## config.mk

```make
export PLATFORM = sky130hd
export DESIGN_NAME = port_pin_function_select
export DESIGN_NICKNAME = d
export VERILOG_FILES = /design/src/port_pin_pkg.sv /design/src/port_pin_function_select.sv
export VERILOG_INCLUDE_DIRS = /design/src
export SDC_FILE = /design/constraint.sdc
export NUM_CORES = 1
export LEC_CHECK = 0
export BUFFER_PORTS_ARGS = -buffer_cell sky130_fd_sc_hd__buf_2
export CORE_ASPECT_RATIO = 0.7
export CORE_MARGIN = 1.5
export CORE_UTILIZATION = 40
export DETAILED_ROUTE_END_ITERATION = 6
export PLACE_DENSITY = 0.64
export SYNTH_ARGS = -nofsm -noshare
export SYNTH_HDL_FRONTEND = slang
export SYNTH_SLANG_ARGS = --single-unit
export TNS_END_PERCENT = 20
```

## constraint.sdc

```tcl
create_clock -name core_clk_i -period 4.68 [get_ports core_clk_i]
set_input_delay 0.468 -clock core_clk_i [delete_from_list [all_inputs] [get_ports core_clk_i]]
set_output_delay 0.468 -clock core_clk_i [all_outputs]
set_load 0.01 [all_outputs]
```

## src/port_pin_regs.svh

```systemverilog
// register offsets, field positions and reset values of the port pin function block
// Functional notes
// narrow direction bit: 0 output, 1 input
// narrow mode control resets 0, peripheral when set
// narrow function bit: serial/timer or pulse output
// eight-bit input-only port feeding analog channels
// wide port sixteen bits, per-bit direction
// wide latch resets zero, drives output pins
// wide direction resets all ones, zero outputs
// wide registers word, byte or bit access; code gives word and byte lanes only, no bit access
// wide mode control zero, port taps to timers/keys
// wide function bit: address bit or peripheral
// software writes mode all ones for address bus
// software writes function zeros for address bus
// open-drain select resets zero, bits 8,9,11,12
// software sets latch high before open drain
// reads return pin if input, latch if output
`ifndef PORT_PIN_REGS_SVH
`define PORT_PIN_REGS_SVH

// ----------------------------------------------------------------
// register offsets (word index, byte address is four times)
// ----------------------------------------------------------------
`define P5_DIR_OFS 6'h00
`define P5_MODE_OFS 6'h01
`define P5_FUNC_OFS 6'h02
`define P5_PIN_OFS 6'h03
`define P7_PIN_OFS 6'h04
`define P9_LATCH_OFS 6'h08
`define P9_LATCH_L_OFS 6'h09
`define P9_LATCH_H_OFS 6'h0A
`define P9_DIR_OFS 6'h0C
`define P9_DIR_L_OFS 6'h0D
`define P9_DIR_H_OFS 6'h0E
`define P9_MODE_OFS 6'h10
`define P9_MODE_L_OFS 6'h11
`define P9_MODE_H_OFS 6'h12
`define P9_FUNC_OFS 6'h14
`define P9_FUNC_L_OFS 6'h15
`define P9_FUNC_H_OFS 6'h16
`define P9_OD_OFS 6'h18
`define P5_LATCH_OFS 6'h1C

// ----------------------------------------------------------------
// reset values
// ----------------------------------------------------------------
`define P5_DIR_RST 6'h3F
`define P5_MODE_RST 6'h00
`define P5_FUNC_RST 6'h00
`define P5_LATCH_RST 6'h00
`define P9_LATCH_RST 16'h0000
`define P9_DIR_RST 16'hFFFF
`define P9_MODE_RST 16'h0000
`define P9_FUNC_RST 16'h0000
`define P9_OD_RST 8'h00

// ----------------------------------------------------------------
// open-drain select field positions (wide port bit numbers)
// ----------------------------------------------------------------
`define OD_BIT_A 8
`define OD_BIT_B 9
`define OD_BIT_C 11
`define OD_BIT_D 12
`define OD_VALID_MASK 8'h1B

`endif

```

## src/port_pin_pkg.sv

```systemverilog
// types of the port pin function block
package port_pin_pkg;
  typedef enum logic [1:0] {
    ACC_WORD = 2'h0,
    ACC_LOW = 2'h1,
    ACC_HIGH = 2'h2,
    ACC_NONE = 2'h3
  } access_lane_t;
endpackage : port_pin_pkg

```

## src/port_pin_function_select.sv

```systemverilog
// pin control logic for the narrow, input-only and wide ports
//
// Decided for this implementation: the register offsets and strobed register access.
`timescale 1ns/1ps
`include "port_pin_regs.svh"

module port_pin_function_select
  import port_pin_pkg::*;
#(
  parameter int P5_W = 6,
  parameter int P7_W = 8,
  parameter int P9_W = 16
) (
  // clock and reset
  input wire logic core_clk_i,
  input wire logic rst_i,
  // register port
  input wire logic [5:0] reg_addr_i,
  input wire logic [31:0] reg_wdata_i,
  input wire logic reg_wr_i,
  input wire logic reg_rd_i,
  output logic [31:0] reg_rdata_o,
  // narrow port pins
  input wire logic [P5_W-1:0] p5_pin_i,
  output logic [P5_W-1:0] p5_pin_o,
  output logic [P5_W-1:0] p5_pin_oe_o,
  // narrow port peripheral side
  input wire logic [P5_W-1:0] p5_periph_out_i,
  input wire logic [P5_W-1:0] p5_periph_oe_i,
  input wire logic [P5_W-1:0] realtime_pulse_out_i,
  output logic [P5_W-1:0] p5_periph_in_o,
  output logic [P5_W-1:0] key_return_input_o,
  // input-only port
  input wire logic [P7_W-1:0] p7_pin_i,
  output logic [P7_W-1:0] analog_input_channel_o,
  // wide port pins
  input wire logic [P9_W-1:0] p9_pin_i,
  output logic [P9_W-1:0] p9_pin_o,
  output logic [P9_W-1:0] p9_pin_oe_o,
  // wide port peripheral side
  input wire logic [P9_W-1:0] ext_addr_i,
  input wire logic [P9_W-1:0] p9_periph_out_i,
  input wire logic [P9_W-1:0] p9_periph_oe_i,
  output logic [P9_W-1:0] p9_periph_in_o,
  output logic [2:0] timer_capture_input_o,
  output logic [1:0] p9_key_return_o,
  output logic [2:0] external_interrupt_input_o
);

  // ----------------------------------------------------------------
  // registers
  // ----------------------------------------------------------------
  logic [P5_W-1:0] p5_dir_reg;
  logic [P5_W-1:0] p5_mode_reg;
  logic [P5_W-1:0] p5_func_reg;
  logic [P5_W-1:0] p5_latch_reg;
  logic [P9_W-1:0] p9_latch_reg;
  logic [P9_W-1:0] p9_dir_reg;
  logic [P9_W-1:0] p9_mode_reg;
  logic [P9_W-1:0] p9_func_reg;
  logic [7:0] p9_od_reg;

  // ----------------------------------------------------------------
  // address decode
  // ----------------------------------------------------------------
  function automatic access_lane_t lane_of(input logic [5:0] a, input logic [5:0] base);
    if (a == base) begin
      lane_of = ACC_WORD;
    end else if (a == base + 6'h01) begin
      lane_of = ACC_LOW;
    end else if (a == base + 6'h02) begin
      lane_of = ACC_HIGH;
    end else begin
      lane_of = ACC_NONE;
    end
  endfunction : lane_of

  // merge one written lane into a 16-bit register
  function automatic logic [15:0] merge16(input logic [15:0] old, input access_lane_t ln,
                                          input logic [31:0] wd);
    unique case (ln)
      ACC_WORD: merge16 = wd[15:0];
      ACC_LOW: merge16 = {old[15:8], wd[7:0]};
      ACC_HIGH: merge16 = {wd[7:0], old[7:0]};
      default: merge16 = old;
    endcase
  endfunction : merge16

  // 16-bit read view: byte lanes land in the low bits
  function automatic logic [31:0] view16(input logic [15:0] v, input access_lane_t ln);
    unique case (ln)
      ACC_WORD: view16 = {16'h0000, v};
      ACC_LOW: view16 = {24'h000000, v[7:0]};
      ACC_HIGH: view16 = {24'h000000, v[15:8]};
      default: view16 = 32'h00000000;
    endcase
  endfunction : view16

  wire access_lane_t lane_latch = lane_of(reg_addr_i, `P9_LATCH_OFS);
  wire access_lane_t lane_dir = lane_of(reg_addr_i, `P9_DIR_OFS);
  wire access_lane_t lane_mode = lane_of(reg_addr_i, `P9_MODE_OFS);
  wire access_lane_t lane_func = lane_of(reg_addr_i, `P9_FUNC_OFS);

  wire logic [15:0] p9_latch_next = merge16(p9_latch_reg, lane_latch, reg_wdata_i);
  wire logic [15:0] p9_dir_next = merge16(p9_dir_reg, lane_dir, reg_wdata_i);
  wire logic [15:0] p9_mode_next = merge16(p9_mode_reg, lane_mode, reg_wdata_i);
  wire logic [15:0] p9_func_next = merge16(p9_func_reg, lane_func, reg_wdata_i);

  // ----------------------------------------------------------------
  // pin read view: pin level for inputs, latch for outputs
  // ----------------------------------------------------------------
  wire logic [P5_W-1:0] p5_view = (p5_dir_reg & p5_pin_i) | (~p5_dir_reg & p5_latch_reg);
  wire logic [P9_W-1:0] p9_view = (p9_dir_reg & p9_pin_i) | (~p9_dir_reg & p9_latch_reg);

  wire logic hit_p5 = reg_addr_i == `P5_DIR_OFS || reg_addr_i == `P5_MODE_OFS ||
                      reg_addr_i == `P5_FUNC_OFS || reg_addr_i == `P5_PIN_OFS ||
                      reg_addr_i == `P5_LATCH_OFS || reg_addr_i == `P7_PIN_OFS ||
                      reg_addr_i == `P9_OD_OFS;
  wire logic [31:0] rd_p5 =
    (reg_addr_i == `P5_DIR_OFS) ? {26'h0000000, p5_dir_reg} :
    (reg_addr_i == `P5_MODE_OFS) ? {26'h0000000, p5_mode_reg} :
    (reg_addr_i == `P5_FUNC_OFS) ? {26'h0000000, p5_func_reg} :
    (reg_addr_i == `P5_PIN_OFS) ? {26'h0000000, p5_view} :
    (reg_addr_i == `P5_LATCH_OFS) ? {26'h0000000, p5_latch_reg} :
    (reg_addr_i == `P7_PIN_OFS) ? {24'h000000, p7_pin_i} :
    {24'h000000, p9_od_reg};
  wire logic [31:0] rd_p9 = view16(p9_view, lane_latch) | view16(p9_dir_reg, lane_dir) |
                            view16(p9_mode_reg, lane_mode) | view16(p9_func_reg, lane_func);
  // unmapped addresses read zero
  wire logic [31:0] rd_next = hit_p5 ? rd_p5 : rd_p9;

  // ----------------------------------------------------------------
  // register writes
  // ----------------------------------------------------------------
  // write enables of the single-byte registers
  wire logic we_p5_dir = reg_wr_i && reg_addr_i == `P5_DIR_OFS;
  wire logic we_p5_mode = reg_wr_i && reg_addr_i == `P5_MODE_OFS;
  wire logic we_p5_func = reg_wr_i && reg_addr_i == `P5_FUNC_OFS;
  wire logic we_p5_latch = reg_wr_i && reg_addr_i == `P5_LATCH_OFS;
  wire logic we_p9_od = reg_wr_i && reg_addr_i == `P9_OD_OFS;

  always_ff @(posedge core_clk_i) begin
    if (rst_i) begin
      p5_dir_reg <= `P5_DIR_RST;
    end else if (we_p5_dir) begin
      p5_dir_reg <= reg_wdata_i[P5_W-1:0];
    end
  end

  always_ff @(posedge core_clk_i) begin
    if (rst_i) begin
      p5_mode_reg <= `P5_MODE_RST;
    end else if (we_p5_mode) begin
      p5_mode_reg <= reg_wdata_i[P5_W-1:0];
    end
  end

  always_ff @(posedge core_clk_i) begin
    if (rst_i) begin
      p5_func_reg <= `P5_FUNC_RST;
    end else if (we_p5_func) begin
      p5_func_reg <= reg_wdata_i[P5_W-1:0];
    end
  end

  always_ff @(posedge core_clk_i) begin
    if (rst_i) begin
      p5_latch_reg <= `P5_LATCH_RST;
    end else if (we_p5_latch) begin
      p5_latch_reg <= reg_wdata_i[P5_W-1:0];
    end
  end

  // unused select bits stay zero so they never read back set
  always_ff @(posedge core_clk_i) begin
    if (rst_i) begin
      p9_od_reg <= `P9_OD_RST;
    end else if (we_p9_od) begin
      p9_od_reg <= reg_wdata_i[7:0] & `OD_VALID_MASK;
    end
  end

  always_ff @(posedge core_clk_i) begin
    if (rst_i) begin
      p9_latch_reg <= `P9_LATCH_RST;
    end else if (reg_wr_i) begin
      p9_latch_reg <= p9_latch_next;
    end
  end

  always_ff @(posedge core_clk_i) begin
    if (rst_i) begin
      p9_dir_reg <= `P9_DIR_RST;
    end else if (reg_wr_i) begin
      p9_dir_reg <= p9_dir_next;
    end
  end

  always_ff @(posedge core_clk_i) begin
    if (rst_i) begin
      p9_mode_reg <= `P9_MODE_RST;
    end else if (reg_wr_i) begin
      p9_mode_reg <= p9_mode_next;
    end
  end

  always_ff @(posedge core_clk_i) begin
    if (rst_i) begin
      p9_func_reg <= `P9_FUNC_RST;
    end else if (reg_wr_i) begin
      p9_func_reg <= p9_func_next;
    end
  end

  always_ff @(posedge core_clk_i) begin
    if (rst_i) begin
      reg_rdata_o <= 32'h00000000;
    end else begin
      reg_rdata_o <= reg_rd_i ? rd_next : 32'h00000000;
    end
  end

  // ----------------------------------------------------------------
  // pin muxing, narrow port
  // ----------------------------------------------------------------
  wire logic [P5_W-1:0] p5_out_d;
  wire logic [P5_W-1:0] p5_oe_d;
  for (genvar i = 0; i < P5_W; i++) begin : g_p5_pin
    // peripheral mode: function bit picks serial/timer or pulse output
    wire logic alt_out = p5_func_reg[i] ? realtime_pulse_out_i[i] : p5_periph_out_i[i];
    wire logic alt_oe = p5_func_reg[i] | p5_periph_oe_i[i];
    assign p5_out_d[i] = p5_mode_reg[i] ? alt_out : p5_latch_reg[i];
    assign p5_oe_d[i] = p5_mode_reg[i] ? alt_oe : ~p5_dir_reg[i];
  end

  // ----------------------------------------------------------------
  // pin muxing, wide port
  // ----------------------------------------------------------------
  wire logic [P9_W-1:0] od_mask = {3'h0, p9_od_reg[4:3], 1'b0, p9_od_reg[1:0], 8'h00};
  wire logic [P9_W-1:0] p9_drv;
  wire logic [P9_W-1:0] p9_oe_d;
  for (genvar i = 0; i < P9_W; i++) begin : g_p9_pin
    // peripheral mode: a cleared function bit puts the address bit out
    wire logic alt_out = p9_func_reg[i] ? p9_periph_out_i[i] : ext_addr_i[i];
    wire logic alt_oe = ~p9_func_reg[i] | p9_periph_oe_i[i];
    wire logic en = p9_mode_reg[i] ? alt_oe : ~p9_dir_reg[i];
    assign p9_drv[i] = p9_mode_reg[i] ? alt_out : p9_latch_reg[i];
    // open drain: drive only the low level, release for a high
    assign p9_oe_d[i] = en & ~(od_mask[i] & p9_drv[i]);
  end

  // ----------------------------------------------------------------
  // output flops
  // ----------------------------------------------------------------
  always_ff @(posedge core_clk_i) begin
    if (rst_i) begin
      p5_pin_o <= '0;
      p5_pin_oe_o <= '0;
    end else begin
      p5_pin_o <= p5_out_d;
      p5_pin_oe_o <= p5_oe_d;
    end
  end

  always_ff @(posedge core_clk_i) begin
    if (rst_i) begin
      p9_pin_o <= '0;
      p9_pin_oe_o <= '0;
    end else begin
      p9_pin_o <= p9_drv & ~od_mask;
      p9_pin_oe_o <= p9_oe_d;
    end
  end

  // input taps: key-return inputs only in port mode, serial/timer inputs only in peripheral mode with the function bit clear
  always_ff @(posedge core_clk_i) begin
    if (rst_i) begin
      p5_periph_in_o <= '0;
      key_return_input_o <= '0;
      analog_input_channel_o <= '0;
    end else begin
      p5_periph_in_o <= p5_pin_i & p5_mode_reg & ~p5_func_reg;
      key_return_input_o <= p5_pin_i & ~p5_mode_reg;
      analog_input_channel_o <= p7_pin_i;
    end
  end

  // wide taps: timer and key-return in port mode only
  always_ff @(posedge core_clk_i) begin
    if (rst_i) begin
      p9_periph_in_o <= '0;
      timer_capture_input_o <= '0;
      p9_key_return_o <= '0;
    end else begin
      p9_periph_in_o <= p9_pin_i & p9_mode_reg & p9_func_reg;
      timer_capture_input_o <= {p9_pin_i[6], p9_pin_i[4], p9_pin_i[2]} &
                               ~{p9_mode_reg[6], p9_mode_reg[4], p9_mode_reg[2]};
      p9_key_return_o <= p9_pin_i[1:0] & ~p9_mode_reg[1:0];
    end
  end

  // interrupt inputs only in peripheral mode with the function bit set
  always_ff @(posedge core_clk_i) begin
    if (rst_i) begin
      external_interrupt_input_o <= '0;
    end else begin
      external_interrupt_input_o <= p9_pin_i[15:13] & p9_mode_reg[15:13] &
                                    p9_func_reg[15:13];
    end
  end

endmodule : port_pin_function_select

```

==> results of run 1 <==
## per-layer routing
metal | vias to the layer above | track usage | share of wire
met2 | 374 | 0.343 | 0.40
met4 | 2 | 0.0593 | 0.012
met3 | 28 | 0.0639 | 0.097
met1 | 3889 | 0.374 | 0.49
li1 | 3984 | - | -
met5 | - | 0 | 0.00044
## power breakdown
group          leakage [nW]  switching, mW  internal (mW)
combinational          2.58          0.168          0.101
clock                 0.283          0.704          0.755
sequential             1.56         0.0151           1.66
total                  4.42          0.887           2.52
## metrics by stage
| step | std cells | utilization | area (um^2) |
|---|---|---|---|
| detailed placement | 1465 | 0.462 | 10100 |
| global route | 1498 | 0.488 | 10600 |
| global placement | 1465 | 0.462 | 10100 |
| CTS | 1497 | 0.488 | 10600 |
| floorplan | 1043 | - | 8990 |
| finish | 1498 | 0.488 | 10600 |
## placed cells by master (no fill, tap or decap), types with 20 or more instances in the layout
cell      instances
a311oi_1         24
nor2_1          116
o21ai_0          20
dfxtp_1         193
a211o_1          22
a211oi_1         30
inv_1            34
nand3_1          67
buf_2           224
nor2b_1          20
mux2i_1          50
o22ai_1          22
nand2_1          75
nand2b_1         44
a21oi_1          66
nor3b_1          21
## cell families (layout without fill, tap and decap cells)
logic type                 after synthesis  in the layout  synth area share
DFF                                    193            193             0.433
adders and majority gates               16             16            0.0224
buffers and inverters                  121            293            0.0618
AOI/OAI and AO/OA                      250            250             0.194
muxes                                   60             60            0.0699
and+or+nand+nor                        387            387             0.219
other                                    1             17          0.000420
## worst register-to-register path, cell delays in order, from the launching register on
cell	delay, ns
dfxtp_1	0.49
mux2_2	0.43
a2bb2oi_1	0.17
nor2_1	0.07
nor4_1	0.53
o21ai_0	0.15
## area by class of cell
| type | count | area share |
|---|---|---|
| multi-input cells | 729 | 0.430 |
| flip-flops and latches | 193 | 0.363 |
| repair buffers | 227 | 0.108 |
| clock buffers | 18 | 0.0403 |
| well taps | 282 | 0.0332 |
| clock inverters | 14 | 0.0136 |
| inverters | 34 | 0.0120 |
| diodes | 1 | 0.000235 |
## path summary, 6_finish.rpt
check	from	to	slack (ns)	depth (start not counted)
setup / recovery	reg_addr_i[5]	reg_rdata_o[3]	1.59	10
hold / removal	p7_pin_i[7]	analog_input_channel_o[7]	0.27	2
setup reg to reg	p9_dir_reg[15]	reg_rdata_o[7]	2.68	5
hold reg to reg	p9_latch_reg[2]	p9_latch_reg[2]	0.47	2
==> impl_results.md, run 1 <==
* Outcome: completed
* Crit path time final at between 3 and 4 ns
* H-tree depth at 4
* Yosys top cell area share at 0.433
* Setup TNS Final at 0 ns
* Synth top cells by count: 193 x dfxtp_1, 116 x nor2_1, 75 x nand2_1
* Post-synthesis sequential area ratio at 0.433
* Slew HR at 0.317
* DRT iter0 DRCs at just under 800
* Synth Area per Inst at slightly below 9 um^2
* Worst slew pin tran at 1.02 ns
* Max-cap violations at 0
* Core Region at 0.0218 mm^2
* Clock sinks at between 150 and 200
* Wire per inst at slightly below 20 um
* Dpl hpwl at 21200 um
* Tcrit/Tclk final at 0.660
* Most used DFF post-synth: dfxtp_1
* Hold Fails Final Rpt at 0
* Clock Latency Late Sink at roughly 0.44 ns
* Crit-path max cell delay at around 0.64 ns
* Post-CTS Setup Inserts at 0
* Synthesized instance count at about 1.0k
* Grt total ovfl at 0
* Post-synth top area cell: dfxtp_1
* Post-cts sizing count at 0
* CP max stage cell: nor3_1
* Number of routed nets with antenna violations at 0
* Synth unique cells at 53
* Initial core utilization at 0.410
* Largest net degree at the start of global routing at 92
* Multi-input logic area at 0.00457 mm^2
* Top-count cell post-synth: dfxtp_1
* Synthesis-to-finish area growth at 19.1%
* Final Max Slew Viols at 0
* Maximum clock rate at 324 MHz
* DR vias at between 8k and 9k
* WP buf/inv at 2
* CP Class: input port to flop
* Mapped Area at about 0.0089 mm^2
* Data arrival, critical path at about 3.4 ns
* Layout cells sized above 1 at 0.236
* Setup ws final at about 1.6 ns
* Drt drc at 0
* I/O Buffers at 225
* Yosys Warn Count at 0
* Cell mode on critical path: a211oi_1
* Fin nets at about 1.4k
* Number of global-route vias before repair at approximately 7.3k
* CTS buffer count at 17
* Num ports at ~260
* Row count at 45
* CTS Hold Buffers Added at 0
* RSZ-0062 raised after global routing: no
* Initial antenna violation count at 2
* FF+latch area at a little under 0.004 mm^2
* Horiz. Die Dim at 182 um
* Flip-flop and latch count after synthesis at 193
* CP required at 4.98 ns
* Peak supply drop at 0.242 mV
* Setup violators final at 0
* Placer congestion estimate at 0.919
* Pwr per Cell Area at ~320 mW/mm^2
* Worst-path clk slew at 0.08 ns
* Maximum root-to-sink buffer count at 2
* Hold_ws at about 0.27 ns
* Setup Skew at 0.0112 ns
* Leakage at between 4 and 5 nW
* Final Power at around 3.4 mW
* CP top delay family: simple AND/OR/NAND/NOR gates
* Post-synth EDFFs at 0
* Die Footprint at about 0.023 mm^2
* Root Buffer: clkbuf_16
* CTS tree: yes
* Worst Hold Class: input port to flop
* Ys async rst share at 0
* Die Ht at 128 um
* Worst setup EP type: flop
* CP Cell Sequence: buf_2 > nand2b_1 > nor3_1 > inv_1 > ha_1 > nor2b_1 > a22oi_1 > nand4_1 > a211oi_1 > a211oi_1
* Drt pass-1 iters at 5
* Startpoint types: input port
* Setup WS pre-CTS at about 1.2 ns
* Vias per cell at ~5.5
* Fill count at ~2.2k
* Overall routed net length at 29200 um
* First-pass GRT wire length at between 40000 and 50000 um
* CP Max Fanout at 11
* Tot GR Track Use at 0.247
* Synth top area cells: dfxtp_1 43%, mux2i_1 5.6%, nor2_1 4.9%, nand3_1 3.8%, a21oi_1 3.7%
No activity file was read; power rests on OpenSTA's default activity.
==> run 2, diff against run 1 <==
Clock period 4.68 ns to 2.85 ns, I/O delays scaled along.
==> run 2 against run 1 <==
Compared with the run above: clock power is 67% higher; first-iteration DRC count up 17%; critical path type unchanged; power up 66%; non-clock buffer count grew 25; register-to-register slack lost 1.7 ns; core utilization rose by 0.95 points; largest cell class unchanged; die area is the same; critical path depth rose by 2.
==> impl_results.md, run 2 (synthesized netlist as in run 1, its figures left out) <==
* Outcome: completed
* Horiz. Die Dim at between 150 and 200 um
* Setup TNS Final at 0 ns
* Placer congestion estimate at roughly 0.96
* Setup violators final at 0
* Vias per cell at about 5.6
* Data arrival, critical path at 2.69 ns
* Overall routed net length at approximately 30000 um
* Busiest grt layer: met1
* Met3 usage at 0.0702
* Met2 Resource Use GR at 0.352
* Root Buffer: clkbuf_16
* Leakage at between 4 and 5 nW
* Row count at 45
* Peak supply drop at 0.407 mV
* Most frequent cells in the layout: 224 x buf_2, 193 x dfxtp_1, 116 x nor2_1
* CP max stage cell: a211oi_1
* Hold Fails Final Rpt at 0
* First-pass GRT wire length at 45200 um
* Number of routed nets with antenna violations at 0
* CTS buffer count at 17
* Grt total ovfl at 0
* Slew HR at 0.350
* DR vias at 8478
* Setup Skew at 0.0101 ns
* Largest net degree at the start of global routing at between 90 and 100
* Setup WS pre-CTS at 0.0387 ns
* Crit-path max cell delay at a little under 0.4 ns
* Pwr per Cell Area at between 500 and 600 mW/mm^2
* Clock sinks at between 150 and 200
* CP Cell Sequence: buf_2 > or2_0 > nor2_1 > and2_1 > inv_1 > ha_1 > o21ba_2 > a32oi_1 > nand4_1 > a211oi_1 > buf_4 > a211oi_1
* Worst Hold Class: input port to flop
* Number of global-route vias before repair at a little under 8k
* Final instance area at 0.0108 mm^2
* Dpl hpwl at 22100 um
* CP Class: input port to flop
* Die Footprint at between 0.02 and 0.025 mm^2
* Tot GR Track Use at 0.255
* Fill count at 2114
* Post-CTS Setup Inserts at 0
* Post-cts sizing count at 0
* Cell mode on critical path: a211oi_1
* WP buf/inv at 3
* Tcrit/Tclk final at 0.832
* Worst slew pin tran at slightly below 1 ns
* R2R Setup Slk at between 0.9 and 1 ns
* Layout cells sized above 1 at 0.252
* Final Max Slew Viols at 0
* CTS Hold Buffers Added at 0
* Maximum clock rate at about 420 MHz
* Setup ws final at roughly 0.48 ns
* CP required at 3.17 ns
* Drt pass-1 iters at 5
* Clock Latency Late Sink at 0.44 ns
* M1 GR Usage at 0.379
* DRT iter0 DRCs at roughly 900
* Initial antenna violation count at 1
* Max-cap violations at 0
* CP top delay family: compound AO/OA/AOI/OAI gates
* CTS tree: yes
* Drt drc at 0
* Startpoint types: input port
* H-tree depth at 4
* Core Region at between 0.02 and 0.025 mm^2
* Synthesis-to-finish area growth at 21.4%
* Die Ht at 128 um
* Wire per inst at approximately 20 um
* Commonest non-fill, non-tap cell in the layout: buf_2
* Crit path time final at around 2.4 ns
* Maximum root-to-sink buffer count at 2
* Worst setup EP type: flop
* Worst-path clk slew at around 0.070 ns
* I/O Buffers at roughly 230
* DP Area at between 0.01 and 0.015 mm^2
* Final Power at around 5.7 mW
* CP Max Fanout at 8
* RSZ-0062 raised after global routing: no
* Num ports at about 260
* Fin nets at approximately 1.4k
* Initial core utilization at 0.410
[run 2: cell count changes in the layout (fill, tap and decap cells not counted)]
cell	delta
clkbuf_8	+3
clkinv_2	-1
diode_2	+1
inv_6	-1
inv_8	-1
buf_4	+25
[run 2: worst reg2reg max path, stage by stage, from the launching register on]
cell,delay [ns]
dfxtp_1,0.47
mux2_2,0.43
a22oi_1,0.18
nand4_1,0.11
a211oi_1,0.39
buf_4,0.18
a211oi_1,0.04
[run 2: metal layers]
layer	wire (um)	up-vias
li1	-	4034
met1	14600	3992
met2	11900	416
met3	3110	34
met4	507	2
met5	12	-
[run 2: area by class of cell]
type	instances	area, um^2	area share
antenna	2	5.00	0.000462
clock buffer	21	470	0.0434
clock inverter	11	120	0.0111
inverter	34	128	0.0118
multi-input combinational	729	4570	0.422
sequential	193	3860	0.356
tap	282	353	0.0325
timing repair buffer	252	1330	0.123
[run 2: worst paths after layout]
path / cells after the start / start / endpoint
setup / recovery: 12 / reg_addr_i[4] / reg_rdata_o[3]
hold / removal: 2 / p7_pin_i[5] / analog_input_channel_o[5]
setup reg to reg: 6 / p9_dir_reg[11] / reg_rdata_o[3]
hold reg to reg: 2 / p9_latch_reg[7] / p9_latch_reg[7]
[run 2: where the power goes]
part,internal (mW),leakage (nW),switching (mW)
clock network,1.30,0.290,1.14
registers,2.73,1.56,0.0251
logic,0.174,2.70,0.283
total,4.21,4.56,1.45
[run 2: metrics by stage]
stage	hold slack, ns	cells	utilization
global placement	0.458	1490	0.470
floorplan	0.394	1043	-
global route	0.101	1522	0.497
finish	0.0854	1524	0.498
CTS	0.0772	1522	0.497
detailed placement	0.462	1490	0.470
==> run 3, diff against run 2 <==
Settings changed: ABC_AREA set to 1.
Clock period 2.85 ns to 2.3 ns, I/O delays scaled along.
==> run 3 against run 2 <==
Compared with the run above: design area rose by 2.2%; synthesized cell count rose by 16%; count of clock-buffer cells in the layout fell by 1; global-route usage rose by 0.71 points; wire length rose by 2.2%; sequential share of layout area fell by 0.75 points; power rose by 24%; first-iteration DRC count rose by 4.6%; via count rose by 7.3%; cell count rose by 13%; critical endpoint is now reg_rdata_o[5].
==> impl_results.md, run 3 <==
* Worst setup EP type: flop
* Row count at 45
* Synth Area per Inst at 7.51 um^2
* DP Area at 0.0105 mm^2
* Post-cts sizing count at 0
* Peak supply drop at 0.505 mV
* Flip-flop and latch count after synthesis at slightly below 200
* Setup Skew at ~0.013 ns
* RSZ-0062 raised after global routing: no
* Core Region at ~0.022 mm^2
* CP Class: input port to flop
* Synthesis-to-finish area growth at 23.8%
* Synth unique cells at 40
* H-tree depth at 4
* Hold Fails Final Rpt at 0
* DRT iter0 DRCs at 964
* Leakage at 5.12 nW
* CTS tree: yes
* Tot GR Track Use at 0.262
* Synth top area cells: dfxtp_1 43%, nand2_1 8.6%, inv_1 6.2%, nand3_1 5.5%, o21ai_0 4.8%
* Grt total ovfl at 0
* Crit path time final at 1.81 ns
* Final instance area at 0.0111 mm^2
* Max-cap violations at 0
* R2r endpoint: reg_rdata_o[5]
* Placer congestion estimate at 0.941
* Final core utilization at 0.508
* Maximum clock rate at 553 MHz
* Drt pass-1 iters at 5
* Slew HR at 0.609
* R2R Setup Slk at 0.83 ns
* Worst slew pin tran at between 0.5 and 0.6 ns
* Worst Hold Class: input port to flop
* Synthesized instance count at ~1.2k
* Root Buffer: clkbuf_16
* Number of routed nets with antenna violations at 0
* Largest net degree at the start of global routing at 95
* Number of global-route vias before repair at ~8k
* Final Max Slew Viols at 0
* Mapped Area at about 0.0089 mm^2
* Most used DFF post-synth: dfxtp_1
* Horiz. Die Dim at 182 um
* Clock Latency Late Sink at ~0.44 ns
* First-pass GRT wire length at 46500 um
* Top-count cell post-synth: nand2_1
* CP Max Fanout at 9
* Data arrival, critical path at 2.13 ns
* Outcome: completed
* Synth top cells by count: 206 x nand2_1, 193 x dfxtp_1, 149 x inv_1
* Crit path to: reg_rdata_o[5]
* Initial core utilization at 0.411
* Initial antenna violation count at 1
* Num ports at roughly 260
* Clock sinks at 193
* Wire per inst at between 15 and 20 um
* Post-synth top area cell: dfxtp_1
* Most frequent cells in the layout: 225 x buf_2, 206 x nand2_1, 193 x dfxtp_1
* Pwr per Cell Area at around 630 mW/mm^2
* CP required at approximately 2.6 ns
* Commonest non-fill, non-tap cell in the layout: buf_2
* Startpoint types: input port
* Vias per cell at about 5.3
* R2R cell count at 6
* Crit Reg-Reg Startpoint: p9_dir_reg[13]
* Maximum root-to-sink buffer count at 2
* I/O Buffers at about 230
* Overall routed net length at 30800 um
* Yosys Warn Count at 0
* DR vias at between 9k and 10k
* Ys async rst share at 0
* Setup violators final at 0
* Yosys top cell area share at 0.432
* Dpl hpwl at ~23000 um
* Worst-path clk slew at approximately 0.07 ns
* CTS buffer count at 17
* Drt drc at 0
* Layout cells sized above 1 at 0.240
* Tcrit/Tclk final at 0.787
* Die Ht at 128 um
* Post-synthesis sequential area ratio at 0.432
* Post-synth EDFFs at 0
* Die Footprint at ~0.023 mm^2
* Fin nets at between 1.5k and 2k
* Setup crit start: reg_addr_i[3]
* Setup TNS Final at 0 ns
## run 3: timing repair
action	in CTS	in global routing
hold buffers	1	1
hold endpoints to repair	1	1
setup buffers	0	0
## run 3: per-stage QoR
step | hold slack [ns] | power, mW | cells | setup slack, ns
after floorplan | 0.333 | 3.81 | 1207 | 0.258
after global placement | 0.458 | 4.08 | 1692 | 0.109
after detailed placement | 0.460 | 4.09 | 1692 | 0.101
after CTS | 0.000594 | 7.02 | 1725 | 0.565
after global routing | 0.00324 | 7.24 | 1726 | 0.271
final | 0.0201 | 6.99 | 1727 | 0.491
## run 3: cells by family (layout without fill, tap and decap cells)
group,after synthesis,after routing,share of synthesized area
other,1,17,0.000419
adder cells (fa/ha/maj),16,16,0.0224
AND/OR/NAND/NOR,440,440,0.226
flip-flops,193,193,0.432
AO/OA/AOI/OAI,311,311,0.211
buffers and inverters,231,468,0.109
## run 3: layer usage
metal	routed length (um)	track usage	vias up
li1	-	-	4488
met5	0	0	-
met3	2900	0.0563	22
met2	11900	0.351	413
met1	15600	0.415	4172
met4	351	0.0583	0
## run 3: how the worst min path moves through the flow
| stage | from | slack (ns) | to | cells past startpoint |
|---|---|---|---|---|
| after floorplan | reg_wdata_i[2] | 0.33 | p9_dir_reg[2] | 2 |
| after CTS | p7_pin_i[6] | 0.0006 | analog_input_channel_o[6] | 3 |
| after global routing | p7_pin_i[6] | 0.003 | analog_input_channel_o[6] | 3 |
| after detailed placement | p9_latch_reg[11] | 0.46 | p9_latch_reg[11] | 2 |
| after global placement | p5_dir_reg[5] | 0.46 | p5_pin_oe_o[5] | 1 |
| final | p7_pin_i[6] | 0.02 | analog_input_channel_o[6] | 3 |
## run 3: report_power, final
group | switching, mW | total, mW | internal (mW)
Combinational | 0.391 | 0.609 | 0.218
Clock | 1.39 | 2.96 | 1.58
Sequential | 0.0313 | 3.42 | 3.39
Total | 1.81 | 6.99 | 5.18
## run 3: area by class of cell
class	instances	area, um^2
clock inverter	12	121
clock buffer	20	457
sequential	193	3860
fill	2209	10700
inverter	168	631
timing repair buffer	268	1480
tap	282	353
antenna	1	2.50
multi-input combinational	783	4170
## run 3: worst max-delay path: stages
cell and delay (ns):
buf_2 0.14, nor2_1 0.22, inv_2 0.09, nor3_2 0.20
inv_1 0.10, ha_1 0.32, nand3_1 0.15, o31ai_1 0.08
a21oi_1 0.14, nand3_1 0.16, o21ai_0 0.25, nor2_1 0.06
